$ cat src/fls_pkg.sv
// Shared constants, opcodes and command layout for the flag/transfer unit
package fls_pkg;

	// Avalon slave geometry
	localparam int ADDR_W = 11;
	localparam int DATA_W = 32;

	// Register byte offsets
	localparam logic [10:0] OFF_CMD = 11'h000;
	localparam logic [10:0] OFF_KADDR = 11'h004;
	localparam logic [10:0] OFF_FLAGS = 11'h008;
	localparam logic [10:0] OFF_STAT = 11'h00c;
	localparam logic [10:0] OFF_RF = 11'h080;
	localparam logic [10:0] OFF_MEM = 11'h400;

	// Reset values
	localparam logic [7:0] FLAGS_RST = 8'h00;
	localparam logic [15:0] KADDR_RST = 16'h0000;

	// Bit positions inside the flag register
	localparam int FL_C = 0;
	localparam int FL_Z = 1;
	localparam int FL_N = 2;
	localparam int FL_V = 3;
	localparam int FL_S = 4;
	localparam int FL_H = 5;
	localparam int FL_T = 6;
	localparam int FL_I = 7;

	// Low register of each pointer pair
	localparam logic [4:0] PTR_X_LO = 5'h1a;
	localparam logic [4:0] PTR_Y_LO = 5'h1c;
	localparam logic [4:0] PTR_Z_LO = 5'h1e;

	// Pointer selectors
	localparam logic [1:0] PSEL_X = 2'h0;
	localparam logic [1:0] PSEL_Y = 2'h1;

	// Indirect addressing modes
	localparam logic [1:0] MODE_PLAIN = 2'h0;
	localparam logic [1:0] MODE_POST = 2'h1;
	localparam logic [1:0] MODE_PRE = 2'h2;

	// Operation codes
	typedef enum logic [3:0] {
		OP_ROR = 4'h0,
		OP_BST = 4'h1,
		OP_BLD = 4'h2,
		OP_SES = 4'h3,
		OP_CLS = 4'h4,
		OP_SEV = 4'h5,
		OP_CLV = 4'h6,
		OP_SEH = 4'h7,
		OP_CLH = 4'h8,
		OP_LD = 4'h9,
		OP_LDD = 4'ha,
		OP_LDS = 4'hb,
		OP_ST = 4'hc,
		OP_STD = 4'hd,
		OP_STS = 4'he
	} fls_op_t;

	// Command word as written to the command register, top bits first
	typedef struct packed {
		logic [5:0] disp;
		logic [1:0] psel;
		logic [1:0] mode;
		logic [2:0] bitsel;
		logic [4:0] regn;
		fls_op_t op;
	} fls_cmd_t;

	localparam int CMD_W = 22;

	// Controller states, one-hot
	typedef enum logic [2:0] {
		ST_IDLE = 3'h1,
		ST_EXEC = 3'h2,
		ST_MEM = 3'h4
	} fls_state_t;

endpackage : fls_pkg

$ cat src/fls_exec_unit.sv
// Flag, bit-transfer and load/store execution unit with Avalon-MM slave
//
// The placing of the registers and the Avalon-MM slave port were decided locally.
`timescale 1ns/1ps
// Summary of operation
// - Rotate through carry: C to bit 7, bit 0 to C, Z C N V updated.
// - Bit store copies the chosen bit into the transfer flag only.
// - Bit load writes the transfer flag into one register bit only.
// - Signed-test flag set/clear: one cycle, no other flag touched.
// - Overflow flag set/clear: one cycle, no other flag touched.
// - Half-carry flag set/clear: one cycle, no other flag touched.
// - Post-increment load reads at the pointer, then bumps it, 2 cycles.
// - Pre-decrement load lowers the pointer, then reads there, 2 cycles.
// - Displaced load reads pointer plus offset, pointer kept, 2 cycles.
// - Direct load reads at the address constant in 2 cycles, flags kept.
// - Post-increment store writes at the pointer, then bumps it, 2 cycles.
// - Pre-decrement store lowers the pointer, then writes there, 2 cycles.
// - Displaced store writes pointer plus offset, pointer kept, 2 cycles.
// - Direct store writes at the address constant, 2 cycles, flags kept.
module fls_exec_unit #(
	parameter int MEM_DEPTH = 128
) (
	input wire logic clk_in,
	input wire logic rst_n_in,
	input wire logic [10:0] avs_address_in,
	input wire logic avs_read_in,
	input wire logic avs_write_in,
	input wire logic [3:0] avs_byteenable_in,
	input wire logic [31:0] avs_writedata_in,
	output logic [31:0] avs_readdata_out,
	output logic avs_waitrequest_out
);
	localparam int MAW = $clog2(MEM_DEPTH);
	// Memory window is 256 words wide and indexed by low address bits
	generate
		if (MEM_DEPTH < 2 || MEM_DEPTH > 256 ||
			(MEM_DEPTH & (MEM_DEPTH - 1)) != 0) begin : g_bad
			$error("MEM_DEPTH must be a power of two from 2 to 256");
		end
	endgenerate

	////////////////////////////////////////////////////////////////////
	// State and storage
	fls_pkg::fls_state_t state_reg, state_next;
	fls_pkg::fls_cmd_t cmd_reg, cmd_next;
	logic [15:0] kaddr_reg, kaddr_next;
	logic [15:0] ea_reg, ea_next;
	logic [7:0] flag_reg, flag_next;
	logic wait_reg, wait_next;
	logic [31:0] rdata_reg, rdata_next;
	logic [7:0] rf [0:31];
	logic [7:0] mem [0:MEM_DEPTH-1];

	logic rf_we;
	logic [4:0] rf_wa;
	logic [7:0] rf_wd;
	logic ptr_we;
	logic [15:0] ptr_wd;
	logic mem_we;
	logic [MAW-1:0] mem_wa;
	logic [7:0] mem_wd;

	////////////////////////////////////////////////////////////////////
	// Operand and pointer views
	logic [31:0] wdata_m;
	logic [4:0] plo;
	logic [15:0] ptr_val;
	logic [7:0] opnd;
	logic [7:0] mem_rd;
	logic [7:0] ror_res;
	logic bus_req;

	// Byte lanes not enabled read as zero into the registers
	generate
		for (genvar b = 0; b < 4; b++) begin : g_lane
			assign wdata_m[8*b +: 8] = avs_byteenable_in[b] ?
				avs_writedata_in[8*b +: 8] : 8'h00;
		end
	endgenerate

	// Pointer pair select; the unused code falls back to the last pair
	always_comb begin
		unique case (cmd_reg.psel)
			fls_pkg::PSEL_X: plo = fls_pkg::PTR_X_LO;
			fls_pkg::PSEL_Y: plo = fls_pkg::PTR_Y_LO;
			default: plo = fls_pkg::PTR_Z_LO;
		endcase
	end

	assign ptr_val = {rf[{plo[4:1], 1'b1}], rf[plo]};
	assign opnd = rf[cmd_reg.regn];
	assign mem_rd = mem[ea_reg[MAW-1:0]];
	assign ror_res = {flag_reg[fls_pkg::FL_C], opnd[7:1]};
	assign bus_req = (avs_read_in || avs_write_in) && wait_reg &&
		state_reg == fls_pkg::ST_IDLE;

	////////////////////////////////////////////////////////////////////
	// Bus decode, command start and execution sequencing
	always_comb begin
		state_next = state_reg;
		cmd_next = cmd_reg;
		kaddr_next = kaddr_reg;
		ea_next = ea_reg;
		flag_next = flag_reg;
		wait_next = 1'b1;
		rdata_next = rdata_reg;
		rf_we = 1'b0;
		rf_wa = cmd_reg.regn;
		rf_wd = opnd;
		ptr_we = 1'b0;
		ptr_wd = ptr_val;
		mem_we = 1'b0;
		mem_wa = ea_reg[MAW-1:0];
		mem_wd = opnd;
		unique case (state_reg)
			fls_pkg::ST_IDLE: begin
				// Accesses are only taken while idle, so bus writes never
				// race an instruction for the register file
				if (bus_req) begin
					wait_next = 1'b0;
					rdata_next = 32'h0000_0000;
					if (avs_address_in == fls_pkg::OFF_CMD) begin
						rdata_next = {10'h000, cmd_reg};
						if (avs_write_in) begin
							cmd_next = fls_pkg::fls_cmd_t'(
								wdata_m[fls_pkg::CMD_W-1:0]);
							state_next = fls_pkg::ST_EXEC;
						end
					end else if (avs_address_in == fls_pkg::OFF_KADDR) begin
						rdata_next = {16'h0000, kaddr_reg};
						if (avs_write_in)
							kaddr_next = wdata_m[15:0];
					end else if (avs_address_in == fls_pkg::OFF_FLAGS) begin
						rdata_next = {24'h000000, flag_reg};
						if (avs_write_in)
							flag_next = wdata_m[7:0];
					end else if (avs_address_in == fls_pkg::OFF_STAT) begin
						rdata_next = {16'h0000, ea_reg};
					end else if (avs_address_in[10:7] ==
						fls_pkg::OFF_RF[10:7] && avs_address_in[1:0] == 2'h0) begin
						rdata_next = {24'h000000, rf[avs_address_in[6:2]]};
						if (avs_write_in) begin
							rf_we = 1'b1;
							rf_wa = avs_address_in[6:2];
							rf_wd = wdata_m[7:0];
						end
					end else if (avs_address_in[10] == fls_pkg::OFF_MEM[10] &&
						avs_address_in[1:0] == 2'h0 &&
						int'(avs_address_in[9:2]) < MEM_DEPTH) begin
						rdata_next = {24'h000000,
							mem[avs_address_in[MAW+1:2]]};
						if (avs_write_in) begin
							mem_we = 1'b1;
							mem_wa = avs_address_in[MAW+1:2];
							mem_wd = wdata_m[7:0];
						end
					end
				end
			end
			fls_pkg::ST_EXEC: begin
				state_next = fls_pkg::ST_IDLE;
				unique case (cmd_reg.op)
					fls_pkg::OP_ROR: begin
						rf_we = 1'b1;
						rf_wd = ror_res;
						flag_next[fls_pkg::FL_C] = opnd[0];
						flag_next[fls_pkg::FL_N] = ror_res[7];
						flag_next[fls_pkg::FL_Z] = ror_res == 8'h00;
						flag_next[fls_pkg::FL_V] = ror_res[7] ^ opnd[0];
					end
					fls_pkg::OP_BST:
						flag_next[fls_pkg::FL_T] = opnd[cmd_reg.bitsel];
					fls_pkg::OP_BLD: begin
						rf_we = 1'b1;
						rf_wd[cmd_reg.bitsel] = flag_reg[fls_pkg::FL_T];
					end
					fls_pkg::OP_SES: flag_next[fls_pkg::FL_S] = 1'b1;
					fls_pkg::OP_CLS: flag_next[fls_pkg::FL_S] = 1'b0;
					fls_pkg::OP_SEV: flag_next[fls_pkg::FL_V] = 1'b1;
					fls_pkg::OP_CLV: flag_next[fls_pkg::FL_V] = 1'b0;
					fls_pkg::OP_SEH: flag_next[fls_pkg::FL_H] = 1'b1;
					fls_pkg::OP_CLH: flag_next[fls_pkg::FL_H] = 1'b0;
					fls_pkg::OP_LD, fls_pkg::OP_ST: begin
						// First cycle forms the address; pre-decrement
						// writes the pointer back right away
						state_next = fls_pkg::ST_MEM;
						ea_next = ptr_val;
						if (cmd_reg.mode == fls_pkg::MODE_PRE) begin
							ptr_we = 1'b1;
							ptr_wd = ptr_val - 16'h0001;
							ea_next = ptr_wd;
						end
					end
					fls_pkg::OP_LDD, fls_pkg::OP_STD: begin
						state_next = fls_pkg::ST_MEM;
						ea_next = ptr_val + {10'h000, cmd_reg.disp};
					end
					fls_pkg::OP_LDS, fls_pkg::OP_STS: begin
						state_next = fls_pkg::ST_MEM;
						ea_next = kaddr_reg;
					end
					default: state_next = fls_pkg::ST_IDLE;
				endcase
			end
			fls_pkg::ST_MEM: begin
				state_next = fls_pkg::ST_IDLE;
				// Address wraps to the memory depth on the low bits
				if (cmd_reg.op == fls_pkg::OP_ST || cmd_reg.op == fls_pkg::OP_STD ||
					cmd_reg.op == fls_pkg::OP_STS) begin
					mem_we = 1'b1;
				end else begin
					rf_we = 1'b1;
					rf_wd = mem_rd;
				end
				if ((cmd_reg.op == fls_pkg::OP_LD || cmd_reg.op == fls_pkg::OP_ST) &&
					cmd_reg.mode == fls_pkg::MODE_POST) begin
					ptr_we = 1'b1;
					ptr_wd = ptr_val + 16'h0001;
				end
			end
			default: state_next = fls_pkg::ST_IDLE;
		endcase
	end

	// Control registers
	always_ff @(posedge clk_in or negedge rst_n_in) begin
		if (!rst_n_in) begin
			state_reg <= fls_pkg::ST_IDLE;
			cmd_reg <= '0;
			kaddr_reg <= fls_pkg::KADDR_RST;
			ea_reg <= 16'h0000;
			flag_reg <= fls_pkg::FLAGS_RST;
			wait_reg <= 1'b1;
			rdata_reg <= 32'h0000_0000;
		end else begin
			state_reg <= state_next;
			cmd_reg <= cmd_next;
			kaddr_reg <= kaddr_next;
			ea_reg <= ea_next;
			flag_reg <= flag_next;
			wait_reg <= wait_next;
			rdata_reg <= rdata_next;
		end
	end

	// Register file; a load into a pointer byte overrides the step
	always_ff @(posedge clk_in) begin
		if (ptr_we) begin
			rf[plo] <= ptr_wd[7:0];
			rf[{plo[4:1], 1'b1}] <= ptr_wd[15:8];
		end
		if (rf_we)
			rf[rf_wa] <= rf_wd;
	end

	// Data memory, no reset: contents are software's business
	always_ff @(posedge clk_in) begin
		if (mem_we)
			mem[mem_wa] <= mem_wd;
	end

	assign avs_readdata_out = rdata_reg;
	assign avs_waitrequest_out = wait_reg;

	logic in_exec;
	logic is_mem_op;
	assign in_exec = state_reg == fls_pkg::ST_EXEC;
	assign is_mem_op = cmd_reg.op >= fls_pkg::OP_LD &&
		cmd_reg.op <= fls_pkg::OP_STS;
endmodule : fls_exec_unit

$ cat config.mk
export PLATFORM = sky130hd
export DESIGN_NAME = fls_exec_unit
export DESIGN_NICKNAME = d
export VERILOG_FILES = /design/src/fls_pkg.sv /design/src/fls_exec_unit.sv
export SDC_FILE = /design/constraint.sdc
export NUM_CORES = 2
export LEC_CHECK = 0
export BUFFER_PORTS_ARGS = -buffer_cell sky130_fd_sc_hd__buf_2
export CAP_MARGIN = 30
export CORE_AREA = 3 3 374 376
export DETAILED_ROUTE_END_ITERATION = 7
export DIE_AREA = 0 0 377 379
export GPL_TIMING_DRIVEN = 1
export PLACE_DENSITY = 0.68
export SLEW_MARGIN = 20
export SYNTH_ARGS = -nofsm -noshare
export SYNTH_HDL_FRONTEND = slang
export SYNTH_SLANG_ARGS = --single-unit
$ cat constraint.sdc
create_clock -name clk_in -period 7.7 [get_ports clk_in]
set_input_delay 1.54 -clock clk_in [delete_from_list [all_inputs] [get_ports clk_in]]
set_output_delay 1.54 -clock clk_in [all_outputs]
set_load 0.1 [all_outputs]
Yosys cells after proc, flatten, opt, wreduce, memory -nomap -nowiden
Memories as Yosys holds them, arrays and structs flattened.
Cells that the tools add are included.
{ "totals": {"input_bits": 51, "mem_bits_rw": 1280, "regBits": 98, "latchBits": 0, "romBits": 0, "memories": 2} }
{ "classes": {"eq_ne": 35, "bitwise": 3, "div": 0, "n_mul": 0, "reduce_logical": 34, "addsub": 3, "n_lt_le_gt_ge": 3, "shift": 0, "muxes": 102} }
{ "memory_table": {"columns": ["name", "depth", "word_bits", "rd", "rd_clocked_by_memory_dff", "wr", "line", "text"], "rows": [
  ["mem", 128, 8, 2, 0, 1, "fls_exec_unit.sv:52", "logic [7:0] mem [0:MEM_DEPTH-1];"],
  ["rf", 32, 8, 4, 0, 3, "fls_exec_unit.sv:51", "logic [7:0] rf [0:31];"]
]} }
{ "op_table": {"columns": ["operator", "n"], "rows": [
  ["8-bit two-way mux", 20],
  ["7-bit two-way mux", 14],
  ["16-bit two-way mux", 6],
  ["16-bit case mux with 3 select lines", 1],
  ["5-bit two-way mux", 8],
  ["7-bit AND reduction", 5],
  ["16-bit case mux with 2 select lines", 1],
  ["1-bit two-way mux", 31],
  ["4-bit equality test, second input constant", 7],
  ["8-bit case mux with 3 select lines", 1],
  ["11-bit by 4-bit equality test with 1-bit output, second input constant", 2],
  ["22-bit two-way mux", 1],
  ["16-bit by 1-bit adder with 16-bit output, second input constant", 1],
  ["16-bit by 6-bit adder with 16-bit output", 1],
  ["4-bit by 3-bit equality test with 1-bit output, second input constant", 4],
  ["8-bit case mux with 2 select lines", 1],
  ["16-bit by 1-bit subtractor with 16-bit output, second input constant", 1],
  ["3-bit two-way mux", 5],
  ["7-bit case mux with 2 select lines", 1],
  ["3-bit case mux with 2 select lines", 2],
  ["11-bit by 3-bit equality test with 1-bit output, second input constant", 1],
  ["11-bit zero test", 1],
  ["8-bit bitwise mux", 1],
  ["4-bit by 1-bit equality test with 1-bit output, second input constant", 2],
  ["other kinds (34)", 62]
]} }

Longest topological paths before layout
{ "depth": {"ltp_word": 13, "mapped_depth": 13} }

Least setup slack after synthesis
Ideal clock, no wire load.
{ "synth_timing": {"path_kind": "in2reg", "startpoint": "input port avs_address_in[9]", "endpoint": "memory mem[0][5] (data pin)", "arrival_ns": 7.810, "setup_slack_ns": -1.308, "stages": 5, "setup_time_ns": 1.198, "t_required_ns": 6.502, "path_buffers": 2, "cell_sequence": "nor4b_1 nand3_1 clkbuf_1 clkbuf_1 o21ai_0"} }
{ "synth_via": {"elab_chain_len": 10} }
{ "synth_rtl": {"columns": ["item", "line", "text"], "rows": [
  ["from (decl)", "fls_exec_unit.sv:25", "input wire logic [10:0] avs_address_in,"],
  ["8-bit less-than comparator", "fls_exec_unit.sv:149", "int'(avs_address_in[9:2]) < MEM_DEPTH) begin"],
  ["1-bit logical AND", "fls_exec_unit.sv:148", "avs_address_in[1:0] == 2'h0 &&"],
  ["8-bit two-way mux", "fls_exec_unit.sv:147", "end else if (avs_address_in[10] == fls_pkg::OFF_MEM[10] &&"],
  ["8-bit two-way mux", "fls_exec_unit.sv:139", "end else if (avs_address_in[10:7] =="],
  ["8-bit two-way mux", "fls_exec_unit.sv:137", "end else if (avs_address_in == fls_pkg::OFF_STAT) begin"],
  ["8-bit two-way mux", "fls_exec_unit.sv:133", "end else if (avs_address_in == fls_pkg::OFF_FLAGS) begin"],
  ["8-bit two-way mux", "fls_exec_unit.sv:129", "end else if (avs_address_in == fls_pkg::OFF_KADDR) begin"],
  ["8-bit two-way mux *", "fls_exec_unit.sv:122", "if (avs_address_in == fls_pkg::OFF_CMD) begin"],
  ["8-bit two-way mux *", "fls_exec_unit.sv:119", "if (bus_req) begin"],
  ["8-bit two-way mux *", "fls_exec_unit.sv:115", "unique case (state_reg)"],
  ["named net mem_wd[5]", "fls_exec_unit.sv:61", "logic [7:0] mem_wd;"],
  ["to (decl)", "fls_exec_unit.sv:52", null]
]} }
The timed path passes the listed nets; every way through them passes the cells marked *.

==> impl_metrics.py <==
metrics = {
    "global_routing": {
        "grt_pass1_wl_um": 299000,
        "grt_max_degree": 129,
        "grt_antenna_before_repair": 13,
        "overflow": 0,
        "grt_pass1_vias": 41200,
        "grt.total_usage": 0.295,
    },
    "critical_path": {
        "cp_common_cell": "buf_4",
        "required_ns": 8.16,
        "critPathLaunchType": "flip-flop",
        "worst_setup_path_end_kind": "flip-flop",
        "rr_worst_depth": 9,
        "reg2reg_slack_ns": 2.28,
        "worstReg2RegEnd": "rf[14][6]",
        "cp_slowest_cell": "nor4bb_1",
        "crit_path_max_fanout": 24,
        "critPathKind": "reg -> reg",
        "max_stage_delay_ns": 0.90,
        "critical_path.cell_chain": "buf_4, nor2b_4, buf_4, a221oi_1, a22oi_1, nand2_1, nor4bb_1, a21boi_2, inv_1",
        "arrival_ns": 5.88,
        "reg2reg_from": "ea_reg[3]",
    },
    "synth": {
        "synth-adder-area-share": 0.00176,
        "synthCells": 4071,
        "synth-simple-area-share": 0.0585,
        "ys_warn_count": 0,
        "synth_area_leaders": "edfxtp_1, mux4_2, mux2i_1",
        "synth_edf_count": 1280,
        "synthArstFlopShare": 0.0643,
        "synth.avg_cell_area_um2": 16.8,
        "synthMuxAreaShare": 0.262,
        "yosysTopAreaCell": "edfxtp_1",
        "synth_compound_area_frac": 0.0529,
        "synth_cell_types": 96,
        "synth-xor-area-share": 0.00411,
        "synth_top_family_by_area": "multiplexers",
        "synth_common_cells": "edfxtp_1, mux4_2, nor2_1",
        "yosysTopAreaCellShare": 0.563,
        "yosysMostFrequentCell": "edfxtp_1",
        "netlist_area_mm2": 0.0683,
        "yosys_register_bits": 1368,
        "ys.flop_type": "edfxtp_1",
        "ys_seq_area_frac": 0.595,
    },
    "min_path": {
        "hold_depth": 2,
        "hold_end": "avs_readdata_out[20]",
        "hold_path_startpoint": "avs_readdata_out[20]",
        "holdCritPathClass": "reg -> reg",
    },
    "cts": {
        "cts-hold-fix-buffers": 0,
        "cts_max_level": 4,
        "cts_tree": "done",
        "post_cts.repair.setup_buffers": 0,
        "post_cts_resized": 0,
        "clock_sinks": 1368,
        "ctsLongestPathBuffers": 3,
        "cts-root-buf": "clkbuf_16",
        "cts_made_buffers": 142,
        "clkTransAtPathRegs_ns": 0.06,
        "clkLatencyLatePin_ns": 0.79,
    },
    "route": {
        "firstDrtPassIters": 8,
        "drtIter0Drc": 6221,
        "routed_wl_um": 210000,
        "vias": 42200,
        "vias_per_cell": 7.03,
        "postRouteAntennaNets": 0,
        "remaining_drc_errors": 3,
        "routedWlPerCell_um": 35.0,
    },
    "placed_design": {
        "dpl-instance-area_mm2": 0.0706,
        "port_buffers": 62,
        "dp.cells": 5731,
        "pre_cts_ws_ns": 1.84,
        "dp_hpwl_um": 140000,
        "place_congestion": 0.953,
    },
    "status": {
        "violations": "design-rule violations",
        "outcome": "complete, but fails checks",
    },
    "floorplan": {
        "die_w_um": 377,
        "die_area_mm2": 0.143,
        "die_h_um": 379,
        "rows": 136,
        "start_util": 0.498,
        "ios": 84,
        "design.core.area_mm2": 0.137,
    },
    "power": {
        "leakage_uw": 0.0236,
        "ir_drop_uv": 206,
        "power.density_mw_per_mm2": 209,
    },
    "finish": {
        "final_nets": 4152,
        "layout-drive-gt1-share": 0.279,
        "areaGrowthSynthToFinish_pct": 10.5,
        "largestRegisters": "mem x1024, rf x256",
        "instances_no_fill": 6003,
        "top_register": "mem",
        "largest_reg_flops": 1024,
        "fin_area_mm2": 0.0754,
    },
    "timing": {
        "period_minus_slack_ns": 5.42,
        "hold_viol_final": 0,
        "tightest_slew_ns": 1.08,
        "drv_slew": 0,
        "finalSetupViolCount": 0,
        "fin_ws_ns": 2.28,
        "fmax_ghz": 0.185,
        "slew_headroom": 0.277,
        "finalCritPeriodShare": 0.703,
        "skew_ns": 0.0377,
        "tns_ns": 0,
        "rsz0062_at_grt": "no",
    },
    "flow_run": {
        "cap_violations": 0,
    },
}
-- per-stage QoR --
step                 util  hold slack [ns]  power (µW)
finish              0.550            0.463       15800
global route        0.550            0.479       16200
CTS                 0.549            0.464       15800
detailed placement  0.515            0.451        8940
global placement    0.514            0.451        8940
floorplan               -            0.449        8700
-- layout by cell type, fill, tap and decap left out, drive strengths merged, types with 14 or more instances in the layout --
cell,netlist,final
nand2b,19,19
nor2,282,282
nand4,24,24
a31oi,24,24
buf,175,196
a22oi,96,96
nor4,24,24
o21a,18,18
a211oi,23,23
nor2b,26,26
mux2i,229,229
nand3,74,74
xnor2,27,27
clkinv,0,56
mux2,25,25
edfxtp,1280,1280
nand2,236,236
nor3,52,52
or2,18,18
bufinv,0,16
mux4,679,679
and2,14,14
o22ai,22,22
inv,24,29
clkbuf,154,173
dfrtp,86,86
a221oi,20,20
o21ai,113,113
a21oi,101,101
-- final cells by class --
type / instances / area, µm²
Clock inverter: 84 / 920
Timing Repair Buffer: 197 / 1670
Clock buffer: 172 / 3750
Multi-Input combinational cell: 2359 / 26100
Inverter: 24 / 90.1
Antenna cell: 5 / 12.5
Tap cell: 1794 / 2240
Sequential cell: 1368 / 40700
Fill cell: 10600 / 61700
-- routing by layer --
metal | wire (µm) | vias up | global-route usage
met5 | 51 | - | 0
met4 | 11600 | 8 | 0.141
met3 | 24700 | 567 | 0.0786
met2 | 96900 | 2768 | 0.450
met1 | 76900 | 21900 | 0.396
li1 | - | 17000 | -
-- logic make-up after synthesis --
kind of cell / Yosys count
compound gates: 536
xor+xnor: 32
fa+ha+maj: 9
buf+inv: 353
flops: 1368
mux: 933
other cells: 1
simple gates: 839
-- where the power goes --
| group | switching (µW) | internal, µW |
|---|---|---|
| sequential | 12.9 | 8050 |
| clock | 2940 | 4030 |
| combinational | 473 | 269 |
-- worst max-delay path, delay by kind of cell (launching register included) --
family	cells	cell delay (ns)
DFF	1	0.80
and+or+nand+nor	3	1.81
buffers and inverters	3	1.66
AOI/OAI and AO/OA	3	0.80
-- worst max-delay path by stage --
stage	slack, ns	from	cells past startpoint	end
6_report	2.28	ea_reg[3]	9	rf[14][6]
5_1_grt	2.30	ea_reg[3]	9	rf[13][6]
4_1_cts	2.58	ea_reg[3]	9	rf[13][6]
3_5_place_dp	1.84	avs_write_in	8	mem[108][7]
3_3_place_gp	1.91	avs_write_in	8	mem[108][7]
2_1_floorplan	0.40	avs_address_in[9]	6	mem[0][0]
No activity file was read; power rests on OpenSTA's default activity.
